$ cat src/sap_defines.vh
// Register map, field layout and timing constants of the port slice
`ifndef SAP_DEFINES_VH
`define SAP_DEFINES_VH
`define SAP_ADR_OUT8        8'h25
`define SAP_ADR_RXCFG       8'h26
`define SAP_ADR_FMT         8'h30
`define SAP_RST_OUT8        8'h07
`define SAP_RST_RXCFG       8'h00
`define SAP_RST_FMT         8'h00
`define SAP_OUT8_MASK       8'h3F
`define SAP_FMT_MASK        8'h07
`define SAP_BIT_SRC         5
`define SAP_BIT_EDGE        7
`define SAP_BIT_INTFS       6
`define SAP_BIT_INTBC       5
`define SAP_BIT_TDM         0
`define SAP_BIT_POL         1
`define SAP_BIT_CTRL        2
`define SAP_HALF_BIT        5'h10
`define SAP_WORD_BITS       6'h20
`define SAP_TDM_SLOTS       5'h1F
`define SAP_STAT_DEPTH      4'h8
`endif

$ cat src/sap_shift_reg.v
// Capture register holding the last received word per data pin
`timescale 1ns/1ps
`include "sap_defines.vh"
module sap_shift_reg (
  ref_clk,
  rstn,
  shiftEn,
  bitIn,
  clearEn,
  wordOut
);
  input             ref_clk;
  input             rstn;
  input             shiftEn;
  input             bitIn;
  input             clearEn;
  output     [31:0] wordOut;
  reg        [31:0] word_ff;
  always @(posedge ref_clk) begin
    if (!rstn || clearEn) begin
      word_ff <= 32'h0000_0000;
    end else if (shiftEn) begin
      word_ff <= {word_ff[30:0], bitIn};
    end
  end
  assign wordOut = word_ff;
endmodule // sap_shift_reg

$ cat src/sap_slot_config.v
// Secondary audio serial port: channel 8 output and receive timing
// Notes on behaviour
// Source bit zero: data line released during channel 8 slot.
// Source bit one: inter-chip link data driven in channel 8 slot.
// Slot values 0..15 select TDM slot n or left half slot n.
// Slot values 16..31 select TDM slot n or right half slot n-16.
// Reset: slot field 7, source bit zero, channel tri-stated.
// Software writes zero to the two upper reserved bits.
// Edge bit one latches input half a bit clock after default edge.
// Chosen edge applies to both serial data input pins.
// Controller mode: bit six picks internal or external frame sync.
// Controller mode: bit five picks internal or external bit clock.
// Offset field delays slot 0 MSB by n bit clocks.
// Zero offset means standard position; receive bits reset zero.
// Reserved bits ignore writes and read as zero.
`timescale 1ns/1ps
`include "sap_defines.vh"
module sap_slot_config (
  ref_clk,
  rstn,
  wb_cyc_i,
  wb_stb_i,
  wb_we_i,
  wb_adr_i,
  wb_sel_i,
  wb_dat_i,
  wb_dat_o,
  wb_ack_o,
  extBitClock,
  extFrameSync,
  intBitClock,
  intFrameSync,
  dataIn,
  dataIn2,
  interChipLinkData,
  dataOut,
  dataOutEn,
  rxWord,
  rxWord2,
  rxWordValid
);
  input             ref_clk;
  input             rstn;
  input             wb_cyc_i;
  input             wb_stb_i;
  input             wb_we_i;
  input      [7:0]  wb_adr_i;
  input      [3:0]  wb_sel_i;
  input      [31:0] wb_dat_i;
  output     [31:0] wb_dat_o;
  output            wb_ack_o;
  input             extBitClock;
  input             extFrameSync;
  input             intBitClock;
  input             intFrameSync;
  input             dataIn;
  input             dataIn2;
  input             interChipLinkData;
  output            dataOut;
  output            dataOutEn;
  output     [31:0] rxWord;
  output     [31:0] rxWord2;
  output            rxWordValid;

  // Registers
  reg        [7:0]  outCh8Cfg_ff;
  reg        [7:0]  rxCfg_ff;
  reg        [7:0]  fmtCfg_ff;
  reg        [31:0] wbDat_ff;
  reg               wbAck_ff;

  wire              wbReq = wb_cyc_i && wb_stb_i && !wbAck_ff;
  // Write lands at the edge where the master sees ack
  wire              wbWr  = wb_cyc_i && wb_stb_i && wbAck_ff &&
                            wb_we_i && wb_sel_i[0];

  always @(posedge ref_clk) begin
    if (!rstn) begin
      outCh8Cfg_ff <= `SAP_RST_OUT8;
      rxCfg_ff     <= `SAP_RST_RXCFG;
      fmtCfg_ff    <= `SAP_RST_FMT;
    end else if (wbWr) begin
      case (wb_adr_i)
        `SAP_ADR_OUT8: begin
          outCh8Cfg_ff <= wb_dat_i[7:0] & `SAP_OUT8_MASK;
        end
        `SAP_ADR_RXCFG: begin
          rxCfg_ff <= wb_dat_i[7:0];
        end
        `SAP_ADR_FMT: begin
          fmtCfg_ff <= wb_dat_i[7:0] & `SAP_FMT_MASK;
        end
        default: begin
          fmtCfg_ff <= fmtCfg_ff;
        end
      endcase
    end
  end

  always @(posedge ref_clk) begin
    if (!rstn) begin
      wbAck_ff <= 1'b0;
      wbDat_ff <= 32'h0000_0000;
    end else begin
      wbAck_ff <= wbReq;
      if (wbReq) begin
        case (wb_adr_i)
          `SAP_ADR_OUT8:  wbDat_ff <= {24'h00_0000, outCh8Cfg_ff};
          `SAP_ADR_RXCFG: wbDat_ff <= {24'h00_0000, rxCfg_ff};
          `SAP_ADR_FMT:   wbDat_ff <= {24'h00_0000, fmtCfg_ff};
          default:        wbDat_ff <= 32'h0000_0000;
        endcase
      end
    end
  end
  assign wb_dat_o = wbDat_ff;
  assign wb_ack_o = wbAck_ff;

  // Field views
  wire              srcSel    = outCh8Cfg_ff[`SAP_BIT_SRC];
  wire       [4:0]  slotNum   = outCh8Cfg_ff[4:0];
  wire              rxEdge    = rxCfg_ff[`SAP_BIT_EDGE];
  wire              useIntFs  = rxCfg_ff[`SAP_BIT_INTFS];
  wire              useIntBc  = rxCfg_ff[`SAP_BIT_INTBC];
  wire       [4:0]  rxOffset  = rxCfg_ff[4:0];
  wire              tdmMode   = fmtCfg_ff[`SAP_BIT_TDM];
  wire              bcPol     = fmtCfg_ff[`SAP_BIT_POL];
  wire              ctrlMode  = fmtCfg_ff[`SAP_BIT_CTRL];

  // Pin synchronisers
  reg        [6:0]  sync1_ff;
  reg        [6:0]  sync2_ff;
  always @(posedge ref_clk) begin
    if (!rstn) begin
      sync1_ff <= 7'h00;
      sync2_ff <= 7'h00;
    end else begin
      sync1_ff <= {extBitClock, extFrameSync, intBitClock, intFrameSync,
                   dataIn, dataIn2, interChipLinkData};
      sync2_ff <= sync1_ff;
    end
  end
  wire              sExtBc = sync2_ff[6];
  wire              sExtFs = sync2_ff[5];
  wire              sIntBc = sync2_ff[4];
  wire              sIntFs = sync2_ff[3];
  wire              sDin   = sync2_ff[2];
  wire              sDin2  = sync2_ff[1];
  wire              sLink  = sync2_ff[0];

  // Clock and frame-sync selection
  wire selBc = (ctrlMode && useIntBc) ? sIntBc : sExtBc;
  wire selFs = (ctrlMode && useIntFs) ? sIntFs : sExtFs;

  reg               bc_ff;
  always @(posedge ref_clk) begin
    if (!rstn) begin
      bc_ff <= 1'b0;
    end else begin
      bc_ff <= selBc;
    end
  end
  wire bcRise = selBc && !bc_ff;
  wire bcFall = !selBc && bc_ff;

  // Default latch edge follows polarity; transmit on the other edge
  wire defLatch = bcPol ? bcFall : bcRise;
  wire defLaunch = bcPol ? bcRise : bcFall;
  wire rxLatch = rxEdge ? defLaunch : defLatch;

  // Frame sync judged at latch edges only, so it lines up with data
  reg               fsLvl_ff;
  reg        [9:0]  bitCnt_ff;
  reg               half_ff;
  wire              fsEdge  = tdmMode ? (selFs && !fsLvl_ff)
                                      : (selFs != fsLvl_ff);
  wire              frameGo = defLatch && fsEdge;
  wire       [9:0]  nxt_bitCnt = frameGo ? 10'h000 : bitCnt_ff + 10'h001;
  always @(posedge ref_clk) begin
    if (!rstn) begin
      fsLvl_ff  <= 1'b0;
      bitCnt_ff <= 10'h000;
      half_ff   <= 1'b0;
    end else if (defLatch) begin
      fsLvl_ff  <= selFs;
      bitCnt_ff <= nxt_bitCnt;
      if (frameGo) begin
        half_ff <= tdmMode ? 1'b0 : !selFs;
      end
    end
  end

  // Slot decoding, shared by both halves
  function [9:0] slotStart;
    input [4:0] n;
    begin
      slotStart = {n, 5'h00};
    end
  endfunction

  // Index inside the word at base; difference avoids end overflow
  function inWord;
    input [9:0] idx;
    input [9:0] base;
    begin
      inWord = (idx >= base) &&
               ((idx - base) < {4'h0, `SAP_WORD_BITS});
    end
  endfunction

  // Channel 8 transmit slot
  wire       [4:0]  tdmSlot  = slotNum;
  wire              wantRight = slotNum[4];
  wire       [4:0]  halfSlot = {1'b0, slotNum[3:0]};
  wire       [9:0]  txBase   = tdmMode ? slotStart(tdmSlot)
                                       : slotStart(halfSlot);
  wire              txHalfOk = tdmMode || (half_ff == wantRight);
  // Launch edge prepares the bit after the one last latched
  wire       [9:0]  txNext   = bitCnt_ff + 10'h001;
  wire              inTxSlot = txHalfOk && inWord(txNext, txBase);

  reg               dout_ff;
  reg               doutEn_ff;
  always @(posedge ref_clk) begin
    if (!rstn) begin
      dout_ff   <= 1'b0;
      doutEn_ff <= 1'b0;
    end else if (!srcSel) begin
      doutEn_ff <= 1'b0;
      dout_ff   <= 1'b0;
    end else if (defLaunch) begin
      doutEn_ff <= inTxSlot;
      dout_ff   <= inTxSlot ? sLink : 1'b0;
    end
  end
  assign dataOut   = dout_ff;
  assign dataOutEn = doutEn_ff;

  // Receive slot 0 with offset, on both input pins
  wire       [9:0]  rxStart = {5'h00, rxOffset};
  // Delayed edge latches the bit whose default edge just passed
  wire       [9:0]  rxIdx   = rxEdge ? bitCnt_ff : nxt_bitCnt;
  wire              rxShift = rxLatch && inWord(rxIdx, rxStart);
  wire       [9:0]  rxEnd   = rxStart + {4'h0, `SAP_WORD_BITS} - 10'h001;
  reg               rxLast_ff;
  always @(posedge ref_clk) begin
    if (!rstn) begin
      rxLast_ff <= 1'b0;
    end else begin
      rxLast_ff <= rxShift && (rxIdx == rxEnd);
    end
  end

  sap_shift_reg uRx1 (
    .ref_clk (ref_clk),
    .rstn    (rstn),
    .shiftEn (rxShift),
    .bitIn   (sDin),
    .clearEn (1'b0),
    .wordOut (rxWord)
  );
  sap_shift_reg uRx2 (
    .ref_clk (ref_clk),
    .rstn    (rstn),
    .shiftEn (rxShift),
    .bitIn   (sDin2),
    .clearEn (1'b0),
    .wordOut (rxWord2)
  );
  assign rxWordValid = rxLast_ff;
endmodule // sap_slot_config

$ cat config.mk
export PLATFORM = sky130hd
export DESIGN_NAME = sap_slot_config
export DESIGN_NICKNAME = d
export VERILOG_FILES = /design/src/sap_shift_reg.v /design/src/sap_slot_config.v
export VERILOG_INCLUDE_DIRS = /design/src /design/src/src
export SDC_FILE = /design/constraint.sdc
export NUM_CORES = 1
export LEC_CHECK = 0
export ABC_CLOCK_PERIOD_IN_PS = 4000
export BUFFER_PORTS_ARGS = -buffer_cell sky130_fd_sc_hd__buf_2
export CORE_ASPECT_RATIO = 1.1
export CORE_UTILIZATION = 52
export CTS_CLUSTER_SIZE = 16
export DETAILED_ROUTE_END_ITERATION = 10
export PLACE_DENSITY_LB_ADDON = 0.08
export SLEW_MARGIN = 0
export SYNTH_ARGS = -nofsm -noshare
export SYNTH_HDL_FRONTEND = slang
export SYNTH_SLANG_ARGS = --single-unit
$ cat constraint.sdc
create_clock -name ref_clk -period 4 [get_ports ref_clk]
set_input_delay 0.6 -clock ref_clk [delete_from_list [all_inputs] [get_ports ref_clk]]
set_output_delay 0.6 -clock ref_clk [all_outputs]
set_load 0.01 [all_outputs]
* Word-level counts from Yosys, hierarchy flattened
Cells that the tools add are included.
** Word-level totals
- Register bits after elaboration :: 144
- Input bits :: 56
- Output and inout port bits :: 100
- Logic and storage cells :: 70
** Operators by class
- $add $sub $neg :: 5
- Magnitude comparators :: 4
- Equal/unequal tests :: 6
- Mux-type cells :: 12
- Reduce and logical (&&, ||, !) cells :: 27
** Operators with widths (number)
- $mux W10 :: 3
- $eq A8 B6 Y1 const B :: 3
- $pmux W8 S3 :: 1
- $lt A10 B6 Y1 const B :: 2
- $logic_and A1 B1 Y1 :: 16
- $add A10 B1 Y10 const B :: 1
- $eq A10 B10 Y1 :: 1
- $ge A10 B10 Y1 :: 1
- $ge A10 B5 Y1 :: 1
- $reduce_and A2 Y1 :: 5
- $sub A10 B10 Y10 :: 1
- $sub A10 B5 Y10 :: 1
- $mux W1 :: 8
- $sub A7 B1 Y8 const B :: 1
- $add A5 B6 Y7 const B :: 1
- $logic_not A1 Y1 :: 5
- $eq A1 B1 Y1 :: 1
- $logic_or A1 B1 Y1 :: 1
- $ne A1 B1 Y1 :: 1

* Longest topological paths before layout
- Depth after elaboration :: 13
- Gate-level depth with buffers :: 18
- Mapped depth without buffers :: 16

* Cells and area by module
From an unflattened synthesis, not the netlist that was laid out.
** Second synthesis, totals
- Cells, all modules :: 622
- Area, all modules :: 5758.0 um2
** Modules (own cells, without submodules)
- sap_slot_config :: instances 1, cells an instance 414, area an instance 3410.8 um2, seq. area each 1121.1 um2
- sap_shift_reg :: instances 2, cells an instance 104, area an instance 1173.6 um2, seq. area each 640.6 um2

* Least setup slack after synthesis
No wires, ideal clock.
- Path kind :: reg2reg
- Start :: register fmtCfg_ff[2]
- End :: register uRx1.word_ff[0] (netlist: uRx1.wordOut[0])
- Library setup time :: 0.072 ns
- Arrival :: 3.249 ns
- Data required time :: 3.928 ns
- Setup slack :: 0.679 ns
- Cell stages (with the launch flop) :: 17
- Path buffers :: 3
- Clock period less this slack :: 3.321 ns
- Cell sequence :: dfxtp_1 -> nand2_1 -> mux2_2 -> ha_1 -> nand2b_1 -> and2_1 -> clkbuf_1 -> nand2_1 -> a32o_1 -> ha_1 -> a21oi_1 -> o21ai_0 -> xor2_1 -> o211ai_1 -> buf_4 -> buf_6 -> mux2i_1
** On the way
- Elaborated cells on any way between the ends :: 21
- Classes of those cells :: add/sub (1); order compare (2); eq/ne (1); mux (8); reduce/logical (9)
** RTL lines
- start: declaration :: line sap_slot_config.v:68 : reg [7:0] fmtCfg_ff;
- start signal: assignment :: line sap_slot_config.v:81 : fmtCfg_ff <= `SAP_RST_FMT;
- start signal: assignment :: line sap_slot_config.v:91 : fmtCfg_ff <= wb_dat_i[7:0] & `SAP_FMT_MASK;
- start signal: assignment :: line sap_slot_config.v:94 : fmtCfg_ff <= fmtCfg_ff;
- $logic_and A1 B1 Y1 (*) :: line sap_slot_config.v:153 : wire selFs = (ctrlMode && useIntFs) ? sIntFs : sExtFs;
- $mux W1 (*) :: line sap_slot_config.v:153
- net selFs :: line sap_slot_config.v:153
- $ne A1 B1 Y1 or $logic_and A1 B1 Y1 (tied branches) :: line sap_slot_config.v:176, sap_slot_config.v:175
- $mux W1 (*) :: line sap_slot_config.v:175 : wire fsEdge = tdmMode ? (selFs && !fsLvl_ff)
- $logic_and A1 B1 Y1 (*) :: line sap_slot_config.v:177 : wire frameGo = defLatch && fsEdge;
- $mux W10 (*) :: line sap_slot_config.v:178 : wire [9:0] nxt_bitCnt = frameGo ? 10'h000 : bitCnt_ff + 10'h001;
- $mux W10 (*) :: line sap_slot_config.v:242 : wire [9:0] rxIdx = rxEdge ? bitCnt_ff : nxt_bitCnt;
- $sub A10 B5 Y10 :: line sap_slot_config.v:207 : ((idx - base) < {4'h0, `SAP_WORD_BITS});
- $lt A10 B6 Y1 :: line sap_slot_config.v:207
- $logic_and A1 B1 Y1 (*) :: line sap_slot_config.v:206 : inWord = (idx >= base) &&
- $logic_and A1 B1 Y1 (*) :: line sap_slot_config.v:243 : wire rxShift = rxLatch && inWord(rxIdx, rxStart);
- end signal: assignment :: line sap_shift_reg.v:23 : word_ff <= {word_ff[30:0], bitIn};
- end: declaration :: line sap_shift_reg.v:18 : reg [31:0] word_ff;
The timed path passes the listed nets; every way through them passes the cells marked *.
A chain may end at the register's enable or synchronous reset.

* Final worst setup path
- Start :: register fmtCfg_ff[2]
- End :: register uRx2.word_ff[22] (netlist: uRx2.wordOut[22])
** On the way
- Elaborated cells on any way between the ends :: 21
- Classes of those cells :: add/sub (1); order compare (2); eq/ne (1); mux (8); reduce/logical (9)
** RTL lines (line)
- $logic_and A1 B1 Y1 (*) :: sap_slot_config.v:153
- $mux W1 (*) :: sap_slot_config.v:153
- net selFs :: sap_slot_config.v:153
- $ne A1 B1 Y1 or $logic_and A1 B1 Y1 (tied branches) :: sap_slot_config.v:176, sap_slot_config.v:175
- $mux W1 (*) :: sap_slot_config.v:175
- $logic_and A1 B1 Y1 (*) :: sap_slot_config.v:177
- $mux W10 (*) :: sap_slot_config.v:178
- $mux W10 (*) :: sap_slot_config.v:242
- $sub A10 B5 Y10 :: sap_slot_config.v:207
- $lt A10 B6 Y1 :: sap_slot_config.v:207
- $logic_and A1 B1 Y1 (*) :: sap_slot_config.v:206
- $logic_and A1 B1 Y1 (*) :: sap_slot_config.v:243
- end signal: assignment :: sap_shift_reg.v:23
- end: declaration :: sap_shift_reg.v:18
Marks and branches as above.

==> key figures <==
Yosys
  • Async SR Flop Fraction: 0
  • Syn avg cell area: 9.37 sq um
  • Yosys top cell by area: dfxtp_1
  • Most numerous cell in the Yosys netlist: dfxtp_1
  • Synthesized area: 5630 sq um
  • Yosys warns: 0
  • Sequential-to-total area share from yosys stat: 0.426
  • Flops & latches, synth: 120
  • Post-Synthesis Cells: 601
  • Post-synth EDFFs: 0
  • Area share of the largest cell type after synthesis: 0.426
  • Distinct cells, synth: 61
  • Top cells by count, synth: dfxtp_1 (120), nand2_1 (101), mux2i_1 (79)
  • Top cells by area, synth: dfxtp_1 (43%), mux2i_1 (14%), nand2_1 (6.7%)
  • Post-synth top flop: dfxtp_1

Global routing
  • Global-route wire length before repair: 18.9 mm
  • GR met1 Demand/Resource: 0.246
  • Vias in the first global route: 4060
  • Gr usage total: 0.214
  • Antenna violations before repair: 0
  • Layer with the highest usage: met2
  • Pin count of the biggest net entering global routing: 71
  • Met2 Track Usage GR: 0.363
  • Met3 Resource Use GR: 0.0750
  • Grt total ovfl: 0

CTS
  • CTS Sinks: 120
  • TritonCTS clock tree: built
  • Clk pin slew, worst setup/hold paths: 60 ps
  • H-tree Lvls: 4
  • Clk Tree Root Cell: clkbuf_16
  • Clock Tree Buf Depth: 2
  • CTS buffer count: 17
  • Worst-Skew Late Latency: roughly 410 ps
  • Hold_buf cts: 0

Detailed routing
  • Drt first-iter violations: 185
  • Drt drc: 0
  • Routed wire length: approximately 12 mm
  • Via density: 5.09
  • Drt wl/cell: 13.7 um
  • Post-route ant nets: 0
  • Drt pass-1 iters: 6
  • Via count: 4365

Critical path
  • CP Data Required Time: approximately 4300 ps
  • WS Path Type: flip-flop to flip-flop
  • Crit path arrival time: 4050 ps
  • Crit. End Element: flip-flop
  • CP startpoint kind: flip-flop
  • FF-to-FF Start: fmtCfg_ff[2]
  • Crit path max fanout: 23
  • Worst setup startpoint: fmtCfg_ff[2]

STA
  • Worst slew margin: 0.446
  • Setup TNS Final: 0 ps
  • Setup-failing EPs final: 0
  • RSZ-0062 raised after global routing: no
  • Fin crit share: 0.930
  • Clock skew: 7.50 ps
  • WHS: 400 ps
  • Slew Limit Fails: 0
  • Final hold vios: 0
  • Final Critical Period: ~3700 ps
  • Max Clk Rate: 0.269 GHz
  • Least-Margin Pin Slew: 830 ps

Power
  • Sw frac: 0.224
  • Leak: 3.27 nW
  • Comb pwr share: 0.042
  • PwrDens: 435 nW/um^2
  • Sequential Power Share: 0.405
  • P_sw: 0.000669 W
  • P_int: 0.00232 W
  • Worst vdd ir: approximately 0.37 mV
  • Clock network power share: 0.552

Place
  • Input/output buffers: 104
  • Hpwl dp: 8.25 mm
  • RD Place Congestion: 0.878
  • DP Cell Count: between 800 and 900
  • Instance area at placement: 6170 sq um

Final layout
  • Final Core Density: 0.657
  • Fill cells: just under 900
  • Fin area: 6860 sq um
  • Share of layout cells above drive strength 1: 0.228
  • Multi-input logic area: between 2000 and 3000 sq um
  • Finished Layout Cells: 857
  • Layout area overhead: 21.8%
  • N_diodes: 0
  • Sequential cell area: roughly 2400 sq um
  • Nets: 772

Floorplan
  • Placement Rows: 39
  • Die area: around 11000 sq um
  • I/O pin total: 156
  • Die height: 111 um
  • Die width: 101 um
  • Initial Util: 0.539
  • Core Area: ~10000 sq um

Min path
  • Hold Path Class: primary input to flip-flop
  • Hold path start: extFrameSync

Job
  • Number of max-cap violations: 0

Status
  • Status: complete, no violations
## flip-flops by register name, summed over array words and instances (netlist names)
signal / count
bc_ff: 1
bitCnt_ff: 10
dataOut: 1
dataOutEn: 1
fmtCfg_ff: 3
fsLvl_ff: 1
half_ff: 1
outCh8Cfg_ff: 6
rxCfg_ff: 8
rxWordValid: 1
sync1_ff: 7
sync2_ff: 7
uRx1.wordOut: 32
uRx2.wordOut: 32
wb_ack_o: 1
wb_dat_o: 8
## kinds of logic (layout without fill, tap and decap cells)
group / Yosys count / count (layout) / synth area share
AO/OA/AOI/OAI: 74 / 74 / 0.103
XOR/XNOR: 16 / 16 / 0.0249
adder cells (fa/ha/maj): 15 / 15 / 0.0347
buffers and inverters: 70 / 160 / 0.0706
flip-flops: 120 / 120 / 0.426
multiplexers: 81 / 81 / 0.144
other: 1 / 24 / 0.000666
AND/OR/NAND/NOR: 224 / 224 / 0.195
## per-stage QoR
step                      setup slack, ps  total power, W
after floorplan                       679         0.00134
after global placement                202         0.00136
after detailed placement              110         0.00136
after CTS                             116         0.00300
after global routing                 37.6         0.00308
final                                 280         0.00299
## layout make-up
cell class | count | share of cell area
tap | 143 | 0.0261
multi-input combinational | 434 | 0.428
timing repair buffer | 114 | 0.0944
inverter | 14 | 0.00766
clock buffer | 17 | 0.0620
sequential | 120 | 0.350
clock inverter | 15 | 0.0314
## what timing repair did
| item | CTS | global route |
|---|---|---|
| resized for setup | 0 | 5 |
| buffers inserted | 0 | 2 |
| endpoints found under the setup margin | 0 | 45 |
## critical path, stage by stage, from the launching register on
cell	delay [ps]
dfxtp_2	350
nand2_1	90
mux2_2	360
ha_1	330
nand2b_4	110
nand3_2	130
o211ai_1	300
o21ai_0	170
ha_1	290
a21o_1	150
a21oi_1	130
o21ai_0	130
xor2_1	190
o211ai_1	90
bufbuf_16	360
buf_12	220
mux2i_1	200
## cells in the final DEF (no fill, tap or decap), types with 3 or more instances in the layout
| cell type | netlist | routed |
|---|---|---|
| dfxtp_1 | 120 | 119 |
| buf_2 | 3 | 103 |
| nand2_1 | 101 | 101 |
| mux2i_1 | 79 | 79 |
| nor2b_1 | 25 | 25 |
| conb_1 | 1 | 24 |
| nor2_1 | 23 | 23 |
| and2_1 | 22 | 22 |
| clkbuf_16 | 0 | 17 |
| inv_1 | 14 | 14 |
| o21ai_0 | 14 | 14 |
| ha_1 | 14 | 14 |
| a21oi_1 | 12 | 12 |
| nand3_1 | 10 | 9 |
| xor2_1 | 8 | 8 |
| xnor2_1 | 8 | 8 |
| a21boi_0 | 8 | 8 |
| buf_4 | 25 | 8 |
| nand2b_1 | 8 | 7 |
| and3_1 | 6 | 6 |
| nor3_1 | 6 | 6 |
| nor3b_1 | 6 | 6 |
| a21o_1 | 5 | 5 |
| o211ai_1 | 5 | 5 |
| inv_6 | 0 | 5 |
| nand4_1 | 4 | 4 |
| bufinv_16 | 0 | 4 |
| a221oi_1 | 3 | 3 |
| a222oi_1 | 3 | 3 |
| clkinvlp_4 | 0 | 3 |
## per-layer routing
metal / routed length, um / up-vias
met1: 5150 / 2023
li1: - / 2223
met2: 5720 / 102
met4: 204 / 0
met3: 667 / 17
met5: 0 / -
## worst paths after layout
check	slack [ps]	end	cells past startpoint
max	280	uRx2.wordOut[22]	16
min	400	sync1_ff[5]	2
max reg2reg	280	uRx2.wordOut[22]	16
min reg2reg	430	sync2_ff[6]	1
## power by group through the flow
stage	Clock (W)	Combinational [W]	Sequential (W)
floorplan	0	0.000105	0.00124
global route	0.00173	0.000138	0.00121
global placement	0	0.000120	0.00124
detailed placement	0	0.000122	0.00124
finish	0.00165	0.000126	0.00121
CTS	0.00167	0.000123	0.00121
No activity file was read; power rests on OpenSTA's default activity.
